$ cat src/verilog/prs_regs.svh
// Purpose: Register offsets, field positions, reset values and timing counts of the protection sequencer.
// Assumes: 32-bit APB data, one aligned word per register.
// Notes: Definitions only.
`ifndef PRS_REGS_SVH
`define PRS_REGS_SVH
// ==========================================================
// Register map
`define PRS_CTRL_OFF      8'h00
`define PRS_STATUS_OFF    8'h04
`define PRS_CDC_INFO_OFF  8'h08
`define PRS_CTRL_RST      2'h0
// ==========================================================
// Field positions
`define PRS_CTRL_ENABLE   0
`define PRS_CTRL_LATCH    1
`define PRS_ST_WINDOW     3
`define PRS_ST_LATCHED    4
`define PRS_ST_CAUSE_LSB  5
`define PRS_ST_CDC_LSB    10
`define PRS_INFO_THR_LSB  16
// ==========================================================
// Timing
`define PRS_CLK_NS        10
`define PRS_SETTLE_NS     200
`define PRS_SETTLE_CYC    ((`PRS_SETTLE_NS + `PRS_CLK_NS - 1) / `PRS_CLK_NS)
`define PRS_WIN_CYCLES    8
`define PRS_FAULT_CNT     3
// ==========================================================
// Compensation in mV and sense-winding trip level in mV per level
`define PRS_COMP_MV_L1    9'd0
`define PRS_COMP_MV_L2    9'd75
`define PRS_COMP_MV_L3    9'd150
`define PRS_COMP_MV_L4    9'd300
`define PRS_COMP_MV_L5    9'd450
`define PRS_THR_MV_L1     11'd1838
`define PRS_THR_MV_L2     11'd1861
`define PRS_THR_MV_L3     11'd1884
`define PRS_THR_MV_L4     11'd1930
`define PRS_THR_MV_L5     11'd1976
`define PRS_LEVEL_MAX     3'h4
`endif

$ cat src/verilog/prs_pkg.sv
// Purpose: Types shared by the protection sequencer files.
// Assumes: Nothing beyond the register header.
// Notes: Codes of the state type are exposed in the status register.
package prs_pkg;
  // ==========================================================
  // Sequencer states
  typedef enum logic [2:0] {
    PRS_IDLE      = 3'b000,
    PRS_OTP_CHECK = 3'b001,
    PRS_CDC_CFG   = 3'b010,
    PRS_RUN       = 3'b011,
    PRS_FAULT_OFF = 3'b100,
    PRS_LATCHED   = 3'b101
  } prs_state_type;
endpackage

$ cat src/verilog/prs_fault_cnt.sv
// Purpose: Consecutive-cycle fault counter for one protection.
// Assumes: step_i is a one-cycle pulse per sampled switching cycle.
// Notes: trip_o is combinational and marks the confirming cycle.
`timescale 1ns/1ps
`include "prs_regs.svh"
module prs_fault_cnt #(
  parameter logic [2:0] COUNT = 3'(`PRS_FAULT_CNT)
) (
  // Clock, reset, enable
  input  wire logic clk_i,
  input  wire logic resetn_i,
  input  wire logic ce_i,
  // Control
  input  wire logic clr_i,
  input  wire logic step_i,
  input  wire logic hit_i,
  output logic      trip_o
);
  logic [2:0] cnt_reg;
  logic [2:0] cnt_next;

  // ==========================================================
  // A clean sampled cycle restarts the count; unsampled cycles leave it alone.
  assign trip_o   = step_i && hit_i && (cnt_reg == COUNT - 3'h1);
  assign cnt_next = clr_i ? 3'h0 :
                    !step_i ? cnt_reg :
                    !hit_i ? 3'h0 :
                    trip_o ? 3'h0 : cnt_reg + 3'h1;

  always_ff @(posedge clk_i or negedge resetn_i)
  begin
    if (!resetn_i)
      cnt_reg <= 3'h0;
    else if (ce_i)
      cnt_reg <= cnt_next;
  end
endmodule // prs_fault_cnt

$ cat src/verilog/prs_seq.sv
// Purpose: Protection sequencer: start temperature check, compensation setup, shared OV/OT detection.
// Assumes: cycle_strobe_i pulses once per switching cycle at the output sampling instant.
// Notes: Analog comparator and classifier results arrive asynchronously and are synchronised.
//
// Summary of operation
// - In run, the detection window flips between OV and OT every eight cycles.
// - In the OV window the configuration pin drives the shared comparator input.
// - Configuration pin above 1.015V for consecutive samples raises the OV trip.
// - In the OT window, shutdown sense below 1.0V for consecutive cycles shuts down.
// - Before start, shutdown sense below 1.2V on a pin that is not open is a fault and start is refused.
// - A passing start check leads to compensation setup, then run.
// - In run the temperature threshold drops from 1.2V to 1.0V.
// - No gate pulses are issued during compensation setup.
// - Resistance class maps to five levels: 0, 75, 150, 300, 450 mV.
// - Sense-winding OV threshold follows level, 1.838V up to 1.976V.
// - A floating configuration pin at the end of compensation setup shuts the device down.
// - A grounded configuration pin selects level 1, no compensation.
// - An open shutdown sense pin disables the external OT check.
// - Both OV checks stay active; either one shuts down.
// - Compensation level is set only once per start.
// - When latching is on, no restart follows a latch even if cleared.
// - The latch releases only on the deep supply drop signal.
`timescale 1ns/1ps
`include "prs_regs.svh"
module prs_seq
  import prs_pkg::*;
(
  // Clock, reset, enable
  input  wire logic        clk_i,
  input  wire logic        resetn_i,
  input  wire logic        ce_i,
  // APB slave
  input  wire logic        psel_i,
  input  wire logic        penable_i,
  input  wire logic        pwrite_i,
  input  wire logic [7:0]  paddr_i,
  input  wire logic [31:0] pwdata_i,
  output logic      [31:0] prdata_o,
  output logic             pready_o,
  output logic             pslverr_o,
  // Switching timebase
  input  wire logic        cycle_strobe_i,
  // Analog results
  input  wire logic        cmp_out_i,
  input  wire logic        sense_ovp_i,
  input  wire logic        sd_open_i,
  input  wire logic        cfg_float_i,
  input  wire logic [2:0]  cfg_meas_i,
  input  wire logic        restart_i,
  input  wire logic        latch_release_i,
  // Power stage and analog control
  output logic             gate_en_o,
  output logic             cmp_sel_o,
  output logic             sd_thr_run_o,
  output logic [2:0]       cdc_level_o,
  output logic             shutdown_o,
  output logic             latched_o
);
  // ==========================================================
  // Synchronised analog levels
  logic [8:0] sync_q;
  logic       cmp_s;
  logic       sense_s;
  logic       open_s;
  logic       float_s;
  logic       restart_s;
  logic       release_s;
  logic [2:0] meas_s;

  prs_sync #(.WIDTH(9)) u_sync (
    .clk_i    (clk_i),
    .resetn_i (resetn_i),
    .ce_i     (ce_i),
    .d_i      ({cmp_out_i, sense_ovp_i, sd_open_i, cfg_float_i, restart_i, latch_release_i, cfg_meas_i}),
    .q_o      (sync_q)
  );

  assign {cmp_s, sense_s, open_s, float_s, restart_s, release_s, meas_s} = sync_q;

  // ==========================================================
  // State and control registers
  prs_state_type state_reg;
  prs_state_type state_next;
  logic [1:0]    ctrl_reg;
  logic [4:0]    settle_reg;
  logic [2:0]    win_cnt_reg;
  logic          win_reg;
  logic          win_next;
  logic [2:0]    cdc_reg;
  logic [4:0]    cause_reg;
  logic [4:0]    cause_set;
  logic [31:0]   prdata_reg;
  logic          pready_reg;
  logic          pslverr_reg;
  logic          gate_reg;
  logic          sel_reg;
  logic          thr_reg;
  logic          shut_reg;
  logic          latched_reg;

  // ==========================================================
  // Decode of common conditions.
  wire in_run      = (state_reg == PRS_RUN);
  wire settle_done = (settle_reg == 5'(`PRS_SETTLE_CYC - 1));
  wire run_strobe  = in_run && cycle_strobe_i;
  wire win_wrap    = (win_cnt_reg == 3'(`PRS_WIN_CYCLES - 1));
  wire ov_step     = run_strobe && !win_reg;
  wire ot_step     = run_strobe && win_reg && !open_s;
  wire ov_trip;
  wire ot_trip;
  wire sense_trip  = run_strobe && sense_s;
  wire any_trip    = ov_trip || ot_trip || sense_trip;
  wire start_bad   = settle_done && cmp_s && !open_s;
  wire [2:0] level_sel = (meas_s > `PRS_LEVEL_MAX) ? `PRS_LEVEL_MAX : meas_s;

  // Separate counters, each stepping only inside its own window, so counts carry over.
  prs_fault_cnt u_ov_cnt (
    .clk_i    (clk_i),
    .resetn_i (resetn_i),
    .ce_i     (ce_i),
    .clr_i    (state_reg == PRS_IDLE),
    .step_i   (ov_step),
    .hit_i    (cmp_s),
    .trip_o   (ov_trip)
  );

  prs_fault_cnt u_ot_cnt (
    .clk_i    (clk_i),
    .resetn_i (resetn_i),
    .ce_i     (ce_i),
    .clr_i    (state_reg == PRS_IDLE),
    .step_i   (ot_step),
    .hit_i    (cmp_s),
    .trip_o   (ot_trip)
  );

  // ==========================================================
  // Sequencer transitions.
  always_comb
  begin
    state_next = state_reg;
    case (state_reg)
      PRS_IDLE:
        if (ctrl_reg[`PRS_CTRL_ENABLE])
          state_next = PRS_OTP_CHECK;
      PRS_OTP_CHECK:
        if (start_bad)
          state_next = PRS_FAULT_OFF;
        else if (settle_done)
          state_next = PRS_CDC_CFG;
      PRS_CDC_CFG:
        if (settle_done && float_s)
          state_next = PRS_FAULT_OFF;
        else if (settle_done)
          state_next = PRS_RUN;
      PRS_RUN:
        if (any_trip)
          state_next = ctrl_reg[`PRS_CTRL_LATCH] ? PRS_LATCHED : PRS_FAULT_OFF;
      PRS_FAULT_OFF:
        if (restart_s)
          state_next = PRS_IDLE;
      PRS_LATCHED:
        if (release_s)
          state_next = PRS_IDLE;
      default:
        state_next = PRS_IDLE;
    endcase
  end

  // The window flips on the eighth sampled cycle and starts in OV on every entry to run.
  assign win_next = in_run ? (run_strobe && win_wrap ? !win_reg : win_reg) : 1'b0;

  // Fault causes: OV ext, OT ext, sense OV, float, start OT.
  assign cause_set = {start_bad && state_reg == PRS_OTP_CHECK,
                      settle_done && float_s && state_reg == PRS_CDC_CFG,
                      sense_trip, ot_trip, ov_trip};

  // ==========================================================
  // Sequencer registers. Outputs follow the next state so they line up with it.
  always_ff @(posedge clk_i or negedge resetn_i)
  begin
    if (!resetn_i)
    begin
      state_reg   <= PRS_IDLE;
      settle_reg  <= 5'h00;
      win_reg     <= 1'b0;
      win_cnt_reg <= 3'h0;
      gate_reg    <= 1'b0;
      sel_reg     <= 1'b1;
      thr_reg     <= 1'b0;
      shut_reg    <= 1'b0;
      latched_reg <= 1'b0;
    end
    else if (ce_i)
    begin
      state_reg   <= state_next;
      settle_reg  <= (state_next != state_reg) ? 5'h00 : settle_reg + 5'h01;
      win_reg     <= win_next;
      win_cnt_reg <= !in_run ? 3'h0 : run_strobe ? win_cnt_reg + 3'h1 : win_cnt_reg;
      gate_reg    <= (state_next == PRS_RUN);
      sel_reg     <= (state_next == PRS_RUN) ? win_next : 1'b1;
      thr_reg     <= (state_next == PRS_RUN);
      shut_reg    <= (state_next == PRS_FAULT_OFF) || (state_next == PRS_LATCHED);
      latched_reg <= (state_next == PRS_LATCHED);
    end
  end

  // Level and causes. Causes clear on a new start; a set in the same cycle still wins.
  always_ff @(posedge clk_i or negedge resetn_i)
  begin
    if (!resetn_i)
    begin
      cdc_reg   <= 3'h0;
      cause_reg <= 5'h00;
    end
    else if (ce_i)
    begin
      if (state_reg == PRS_CDC_CFG && state_next == PRS_RUN)
        cdc_reg <= level_sel;
      cause_reg <= ((state_reg == PRS_IDLE && state_next == PRS_OTP_CHECK) ? 5'h00 : cause_reg) | cause_set;
    end
  end

  // ==========================================================
  // Level tables for compensation and sense-winding OV threshold.
  function automatic logic [8:0] comp_mv(input logic [2:0] lvl);
    case (lvl)
      3'h0:    comp_mv = `PRS_COMP_MV_L1;
      3'h1:    comp_mv = `PRS_COMP_MV_L2;
      3'h2:    comp_mv = `PRS_COMP_MV_L3;
      3'h3:    comp_mv = `PRS_COMP_MV_L4;
      default: comp_mv = `PRS_COMP_MV_L5;
    endcase
  endfunction

  function automatic logic [10:0] thr_mv(input logic [2:0] lvl);
    case (lvl)
      3'h0:    thr_mv = `PRS_THR_MV_L1;
      3'h1:    thr_mv = `PRS_THR_MV_L2;
      3'h2:    thr_mv = `PRS_THR_MV_L3;
      3'h3:    thr_mv = `PRS_THR_MV_L4;
      default: thr_mv = `PRS_THR_MV_L5;
    endcase
  endfunction

  // ==========================================================
  // APB decode. Read data is prepared in setup so the access phase ends at once.
  wire        setup     = psel_i && !penable_i;
  wire        wr_fire   = psel_i && penable_i && pwrite_i && pready_reg;
  wire        hit_ctrl  = (paddr_i == `PRS_CTRL_OFF);
  wire        hit_stat  = (paddr_i == `PRS_STATUS_OFF);
  wire        hit_info  = (paddr_i == `PRS_CDC_INFO_OFF);
  wire        mapped    = hit_ctrl || hit_stat || hit_info;
  wire [31:0] ctrl_rd   = {30'h0, ctrl_reg};
  wire [31:0] stat_rd   = {19'h0, cdc_reg, cause_reg, latched_reg, win_reg, state_reg};
  wire [31:0] info_rd   = {5'h00, thr_mv(cdc_reg), 7'h00, comp_mv(cdc_reg)};
  wire [31:0] rd_mux    = hit_ctrl ? ctrl_rd : hit_stat ? stat_rd : hit_info ? info_rd : 32'h0;

  always_ff @(posedge clk_i or negedge resetn_i)
  begin
    if (!resetn_i)
    begin
      ctrl_reg    <= `PRS_CTRL_RST;
      prdata_reg  <= 32'h0;
      pready_reg  <= 1'b0;
      pslverr_reg <= 1'b0;
    end
    else if (ce_i)
    begin
      pready_reg  <= setup;
      pslverr_reg <= setup && !mapped;
      prdata_reg  <= (setup && !pwrite_i) ? rd_mux : 32'h0;
      if (wr_fire && hit_ctrl)
        ctrl_reg <= pwdata_i[1:0];
    end
  end

  // ==========================================================
  // Outputs, all from flip-flops.
  assign prdata_o     = prdata_reg;
  assign pready_o     = pready_reg;
  assign pslverr_o    = pslverr_reg;
  assign gate_en_o    = gate_reg;
  assign cmp_sel_o    = sel_reg;
  assign sd_thr_run_o = thr_reg;
  assign cdc_level_o  = cdc_reg;
  assign shutdown_o   = shut_reg;
  assign latched_o    = latched_reg;
endmodule // prs_seq

$ cat src/verilog/prs_sync.sv
// Purpose: Two-flop synchroniser for a vector of slow, independent levels.
// Assumes: Each bit is a level that stays put for many clock cycles.
// Notes: The first stage feeds only the second stage.
`timescale 1ns/1ps
module prs_sync #(
  parameter int WIDTH = 1
) (
  // Clock, reset, enable
  input  wire logic             clk_i,
  input  wire logic             resetn_i,
  input  wire logic             ce_i,
  // Levels
  input  wire logic [WIDTH-1:0] d_i,
  output logic      [WIDTH-1:0] q_o
);
  logic [WIDTH-1:0] meta_reg;
  logic [WIDTH-1:0] sync_reg;

  // ==========================================================
  // Two stages, frozen while the enable is low.
  always_ff @(posedge clk_i or negedge resetn_i)
  begin
    if (!resetn_i)
    begin
      meta_reg <= '0;
      sync_reg <= '0;
    end
    else if (ce_i)
    begin
      meta_reg <= d_i;
      sync_reg <= meta_reg;
    end
  end

  assign q_o = sync_reg;
endmodule // prs_sync
$ cat config.mk
export PLATFORM = sky130hd
export DESIGN_NAME = prs_seq
export DESIGN_NICKNAME = d
export VERILOG_FILES = /design/src/verilog/prs_pkg.sv /design/src/verilog/prs_fault_cnt.sv /design/src/verilog/prs_seq.sv /design/src/verilog/prs_sync.sv
export VERILOG_INCLUDE_DIRS = /design/src /design/src/verilog
export SDC_FILE = /design/constraint.sdc
export NUM_CORES = 1
export LEC_CHECK = 0
export ABC_AREA = 1
export BUFFER_PORTS_ARGS = -buffer_cell sky130_fd_sc_hd__buf_4
export CORE_UTILIZATION = 53
export CTS_BUF_LIST = sky130_fd_sc_hd__clkbuf_8 sky130_fd_sc_hd__clkbuf_16
export DETAILED_ROUTE_END_ITERATION = 8
export MAX_ROUTING_LAYER = met4
export PLACE_DENSITY_LB_ADDON = 0.08
export SLEW_MARGIN = 20
export SYNTH_ARGS = -nofsm -noshare
export SYNTH_HDL_FRONTEND = slang
export SYNTH_SLANG_ARGS = --single-unit
export TNS_END_PERCENT = 20
$ cat constraint.sdc
create_clock -name clk_i -period 2.45 [get_ports clk_i]
set_clock_uncertainty 0.15 [all_clocks]
set_input_delay 0 -clock clk_i [delete_from_list [all_inputs] [get_ports clk_i]]
set_output_delay 0 -clock clk_i [all_outputs]
set_load 0.03 [all_outputs]
==> results by group, run 1 <==
Run status
  • Outcome: finished clean

Yosys
  • Post-synthesis sequential area ratio: about half
  • EDFF count, synth: 0
  • Warnings from Yosys: 0
  • Yosys cell types: 44
  • Seq cells post-synth: 74
  • Main synth FF type: dfrtp_1
  • Synthesized instance count: ~430
  • Mapped Area: 3670 sq um
  • Mean post-synth cell area: approximately 8.5 sq um
  • Synth async-reset ratio: 100%

Floorplan
  • Num rows: 29
  • Ports: 98
  • Initial core utilization: between 50% and 60%
  • Die area: 7250 sq um
  • DIE WIDTH: around 85 um
  • Die height: about 85 um
  • Core box area: about 6500 sq um

Place
  • Port Buf Inserts: around 60
  • Placed instance count: approximately 550
  • DP HPWL: between 5000 and 6000 um
  • Routability cong.: 0.871
  • Placed cell areas: between 4000 and 5000 sq um

Detailed routing
  • Via count: approximately 3.1k
  • WL final: slightly below 8000 um
  • Iter 0 DRT Violations: around 280
  • Routed Antenna Nets: 0
  • # DRC: 0
  • Drt pass-1 iters: 7
  • WL per Instance: approximately 13 um
  • Vias per cell: around 5.3

Timing
  • Hold Fails Final Rpt: 0
  • Slew Viols, Final: 0
  • Final period util: ~93%
  • Total Neg Setup Slack: 0 ns
  • Slew margin rel.: 38.9%
  • Slew of the pin with the lowest slew margin: 0.917 ns
  • Final setup violation count: 0
  • FMAX: between 400 and 500 MHz
  • Crit path time final: between 2 and 2.5 ns

Clocking
  • Root Buffer: clkbuf_8
  • TritonCTS clock tree: done
  • Max H-tree Level: 3
  • Total CTS buffers: 9
  • CTS Sinks: 74
  • Max Buffers Root-to-Sink: 2
  • Clock Latency Late Sink: 0.34 ns
  • Register clock-pin slew on the reported worst setup and hold paths: roughly 0.08 ns

Global routing
  • First-pass GRT wire length: 13,500 um
  • Vias in the first global route: between 2k and 3k
  • Largest net degree at the start of global routing: 75
  • Gr usage total: around a quarter
  • Antenna violations before repair: 0
  • Global route overflow: 0

Layout
  • Commonest non-fill, non-tap cells in the layout: 117 x nand2_1, 73 x dfrtp_1, 62 x buf_4
  • Diode count: 0
  • Commonest non-fill, non-tap cell in the layout: nand2_1
  • Final net count: 570
  • Layout cells sized above 1: between 20 and 25%
  • Max reg flops: 22
  • Area grow syn2layout: 23.1%
  • Finished Cell Area: approximately 4500 sq um
  • Layout Cells excl Fill: 589

Power
  • Sw frac: between 30% and 40%
  • Design Power: between 2000 and 3000 uW
  • Pwr/cell area: approximately 630 nW/um^2
  • Max VDD drop: ~380 uV
  • Gate power share: a little under a fifth
  • Power Internal: about 2000 uW
  • Leakage: approximately 0.0023 uW
  • Clk pwr share: between 30% and 40%
  • Seq pwr share: between 50 and 60%
  • NetSw: roughly 880 uW

Critical path
  • CP Class: input pin to flip-flop
  • Crit. End Element: flip-flop
  • WP data arrival: approximately 2.4 ns
  • Worst setup SP type: input pin
  • Critical path required time: 2.56 ns
  • Worst Path Max Fanout: 6

Worst hold path
  • Worst min-delay path class: input pin to flip-flop

Run
  • Max_cap viols: 0
[cells in the mapped netlist (4+ instances only)]
cell | count | area, sq um
buf_4 | 12 | 90.1
nand3_4 | 4 | 70.1
nor2_2 | 5 | 31.3
nand2_1 | 117 | 439
nor2_1 | 31 | 116
o211ai_1 | 6 | 45.0
clkbuf_1 | 9 | 33.8
nand3_1 | 17 | 85.1
dfrtp_1 | 73 | 1830
nor3_1 | 7 | 35.0
inv_2 | 6 | 22.5
inv_1 | 47 | 176
o21ai_0 | 29 | 145
ha_1 | 7 | 87.6
o22ai_1 | 7 | 43.8
a21oi_1 | 9 | 45.0
[what timing repair did]
item | in CTS | in global routing
hold endpoints to repair | 94 | 0
setup endpoints to repair | 0 | 12
buffers inserted | 0 | 1
gates resized for setup | 0 | 1
hold buffers | 20 | 0
[through the flow]
step	hold slack, ns	util (%)	setup WS [ns]
after detailed placement	0.0489	63.4	0.521
after CTS	0.0391	69.3	0.181
after floorplan	-0.446	-	0.756
after global placement	0.0456	63.4	0.541
after global routing	0.0504	69.5	-0.00224
final	0.0363	69.5	0.162
[worst max-delay path: stages]
cell and delay [ns]:
dlygate4sd3_1 0.53, buf_4 0.13, nor3_1 0.17, dlygate4sd3_1 0.58, inv_1 0.09, nor2_4 0.15
inv_1 0.08, nor2_1 0.14, nand2_1 0.16, inv_2 0.12, o21ai_0 0.12, o211ai_1 0.12
[worst paths after layout]
path,start,end,slack (ns),cells past startpoint
max reg2reg,settle_reg[0],settle_reg[3],0.49,12
min,paddr_i[1],prdata_o[11],0.04,5
max,penable_i,prdata_o[8],0.16,12
min reg2reg,u_sync.meta_reg[3],u_sync.meta_reg[3],0.32,2
max in group asynchronous,resetn_i,settle_reg[3],1.37,2
min in group asynchronous,resetn_i,prdata_o[18],0.19,2
[cell families after synthesis]
| family | synth area share (%) |
|---|---|
| compound gates | 11.9 |
| flops | 50.5 |
| simple gates | 24.5 |
| xor+xnor | 0.956 |
| mux | 0.614 |
| fa+ha+maj | 2.39 |
| buf+inv | 8.91 |
| other cells | 0.102 |
[cell type report]
cell class,instances,area [sq um]
inverter,53,199
tap,77,96.3
timing repair buffer,82,666
multi-input combinational,287,1520
clock inverter,5,28.8
fill,537,1980
clock buffer,11,151
sequential,74,1850
[metal layers]
layer / track usage, % / vias to the layer above / routed length [um]
met2: 38.3 / 83 / 3740
met3: 3.50 / 10 / 295
met1: 33.0 / 1477 / 3750
li1: - / 1529 / -
met5: - / - / 0
met4: 10.0 / 0 / 107
[power groups by stage]
stage / Clock, uW / Combinational [uW] / Sequential, uW
6_report: 869 / 543 / 1430
5_1_grt: 937 / 622 / 1450
4_1_cts: 883 / 546 / 1430
3_5_place_dp: 0 / 521 / 1460
3_3_place_gp: 0 / 503 / 1450
2_1_floorplan: 0 / 378 / 1440
No activity file was read; power rests on OpenSTA's default activity.
==> run 2: changes to the inputs <==
- BUFFER_PORTS_ARGS: -buffer_cell sky130_fd_sc_hd__buf_4 -> not set
- CORE_UTILIZATION: 53 -> 55
- DONT_BUFFER_PORTS: not set -> 1
- GPL_ROUTABILITY_DRIVEN: not set -> 1
- SKIP_CTS_REPAIR_TIMING: not set -> 1
==> results by group, run 2 (synthesis gave the netlist of run 1 again) <==
Layout
  • Commonest non-fill, non-tap cells in the layout: 117 x nand2_1, 73 x dfrtp_1, 48 x inv_1 (was 117 x nand2_1, 73 x dfrtp_1, 62 x buf_4)
  • Commonest non-fill, non-tap cell in the layout: nand2_1 (unchanged)
  • Area grow syn2layout: 13.1% (was 23.1%)
  • Max reg flops: 22 (unchanged)
  • Layout cells sized above 1: 11.2% (was 21.5%)
  • Final net count: 516 (was 570)
  • Fillers: 562 (was 537)
  • Layout Cells excl Fill: 534 (was 589)
  • Diode count: 0 (unchanged)

Clocking
  • Max Buffers Root-to-Sink: 2 (unchanged)
  • Clock Latency Late Sink: 0.35 ns (was 0.34 ns)
  • TritonCTS clock tree: done (unchanged)
  • Max H-tree Level: 3 (unchanged)
  • Root Buffer: clkbuf_8 (unchanged)
  • CTS Sinks: 74 (unchanged)
  • Total CTS buffers: 9 (unchanged)
  • Register clock-pin slew on the reported worst setup and hold paths: 0.08 ns (about the same)

Global routing
  • Antenna violations before repair: 0 (unchanged)
  • First-pass GRT wire length: 12,800 um (was 13,500 um)
  • Global route overflow: 0 (unchanged)
  • Gr usage total: 23.9% (was 24.7%)
  • Largest net degree at the start of global routing: 75 (unchanged)
  • Vias in the first global route: 2,736 (was 2,942)

Power
  • Leakage: 0.00204 uW (was 0.00232 uW)
  • Pwr/cell area: 689 nW/um^2 (was 631 nW/um^2)
  • Max VDD drop: 421 uV (was 377 uV)

Detailed routing
  • WL final: 7580 um (was 7890 um)
  • WL per Instance: 14.2 um (was 13.4 um)
  • # DRC: 0 (unchanged)
  • Drt pass-1 iters: 4 (was 7)
  • Vias per cell: 5.46 (was 5.26)
  • Via count: 2,915 (was 3,099)
  • Iter 0 DRT Violations: 115 (was 281)
  • Routed Antenna Nets: 0 (unchanged)

Floorplan
  • Die area: 7000 sq um (was 7250 sq um)
  • DIE WIDTH: 83.6 um (was 85.2 um)
  • Ports: 98 (unchanged)
  • Num rows: 29 (unchanged)
  • Die height: 83.6 um (was 85.2 um)
  • Initial core utilization: 57.4% (was 56.4%)
  • Core box area: 6390 sq um (was 6490 sq um)

Timing
  • Hold Fails Final Rpt: 4 (was 0)
  • Slew margin rel.: 62.0% (was 38.9%)
  • Unrepaired setup endpoints after global routing: no
  • Slew Viols, Final: 0 (unchanged)
  • Setup ws final: 0.351 ns (was 0.162 ns)
  • Final period util: 85.7% (was 93.4%)
  • FMAX: 477 MHz (was 437 MHz)
  • Final setup violation count: 0 (unchanged)
  • Total Neg Setup Slack: 0 ns (unchanged)
  • Crit path time final: 2.10 ns (was 2.29 ns)
  • Slew of the pin with the lowest slew margin: 0.570 ns (was 0.917 ns)
  • Hold_ws: -0.0198 ns (was 0.0363 ns)

Critical path
  • CP Class: input pin to flip-flop (unchanged)
  • Critical path required time: 2.53 ns (was 2.56 ns)
  • Highest cell delay on the worst timing path: 0.56 ns (was 0.58 ns)
  • Largest delay share family, worst path: buffers and inverters (unchanged)
  • Slowest CP cell: dlygate4sd3_1 (unchanged)
  • Crit. End Element: flip-flop (unchanged)
  • WP data arrival: 2.18 ns (was 2.40 ns)
  • Worst Path Max Fanout: 6 (unchanged)
  • Worst setup SP type: input pin (unchanged)
  • Crit-path cells: dlygate4sd3_1, nor2_1, nand2_1, nor3_2, inv_1, o21ai_0, dlygate4sd3_1, o21ai_0 (was dlygate4sd3_1, buf_4, nor3_1, dlygate4sd3_1, inv_1, nor2_4, inv_1, nor2_1, nand2_1, inv_2, o21ai_0, o211ai_1)
  • WP buf/inv: 3 (was 6)

Place
  • Routability cong.: 0.879 (was 0.871)
  • DP HPWL: 5130 um (was 5470 um)
  • Port Buf Inserts: 0 (was 59)
  • Placed instance count: 494 (was 552)
  • Setup WS pre-CTS: 0.492 ns (was 0.521 ns)

Worst hold path
  • Worst min-delay path class: input pin to flip-flop (unchanged)

Run
  • Max_cap viols: 0 (unchanged)

Run status
  • Outcome: finished, violations left (was finished clean)
  • Failing checks: negative hold slack
-- run 2: worst paths after layout --
check	startpoint	end	slack (ns)	cells after the start
max in group asynchronous	resetn_i	cmp_sel_o	1.79	2
setup reg to reg	state_reg[0]	u_ov_cnt.cnt_reg[0]	0.42	7
hold / removal	paddr_i[1]	prdata_o[1]	-0.02	5
hold reg to reg	u_sync.meta_reg[5]	u_sync.meta_reg[5]	0.32	2
setup / recovery	paddr_i[0]	prdata_o[0]	0.35	8
min in group asynchronous	resetn_i	prdata_o[21]	0.06	2
-- run 2: layer usage --
| metal | track usage [%] | share of wire [%] | up-vias |
|---|---|---|---|
| li1 | - | - | 1423 |
| met1 | 32.3 | 48 | 1406 |
| met2 | 34.0 | 46 | 76 |
| met3 | 5.54 | 5.1 | 10 |
| met4 | 11.9 | 1.2 | 0 |
| met5 | - | 0 | - |
-- run 2: report_power, final --
part           total, uW  internal (uW)  switching, uW
Sequential          1440           1340            101
Clock                905            459            446
Combinational        511            185            327
Total               2860           1980            873
-- run 2: final cells by class --
type,count,area [sq um],share of cell area (%)
Sequential cell,74,1850,44.7
Multi-Input combinational cell,287,1510,36.5
Tap cell,77,96.3,2.32
Inverter,53,199,4.80
Timing Repair Buffer,28,300,7.24
Clock buffer,9,124,2.99
Clock inverter,6,60.1,1.45
-- run 2: worst reg2reg max path, delay by kind of cell, from the launching register on --
family                 cells  cell delay [ns]
flip-flops                 1             0.51
AND/OR/NAND/NOR            3             0.70
buffers and inverters      1             0.08
AO/OA/AOI/OAI              3             0.52
-- run 2: stage by stage --
step           hold slack, ns  utilization [%]  power (uW)  cell area (sq um)
2_1_floorplan          -0.446                -        1820               3690
3_3_place_gp           -0.444             57.7        1880               3680
3_5_place_dp           -0.444             57.7        1910               3680
4_1_cts                -0.830             60.6        2810               3870
5_1_grt               0.00407             64.9        3010               4150
6_report              -0.0198             64.9        2860               4150
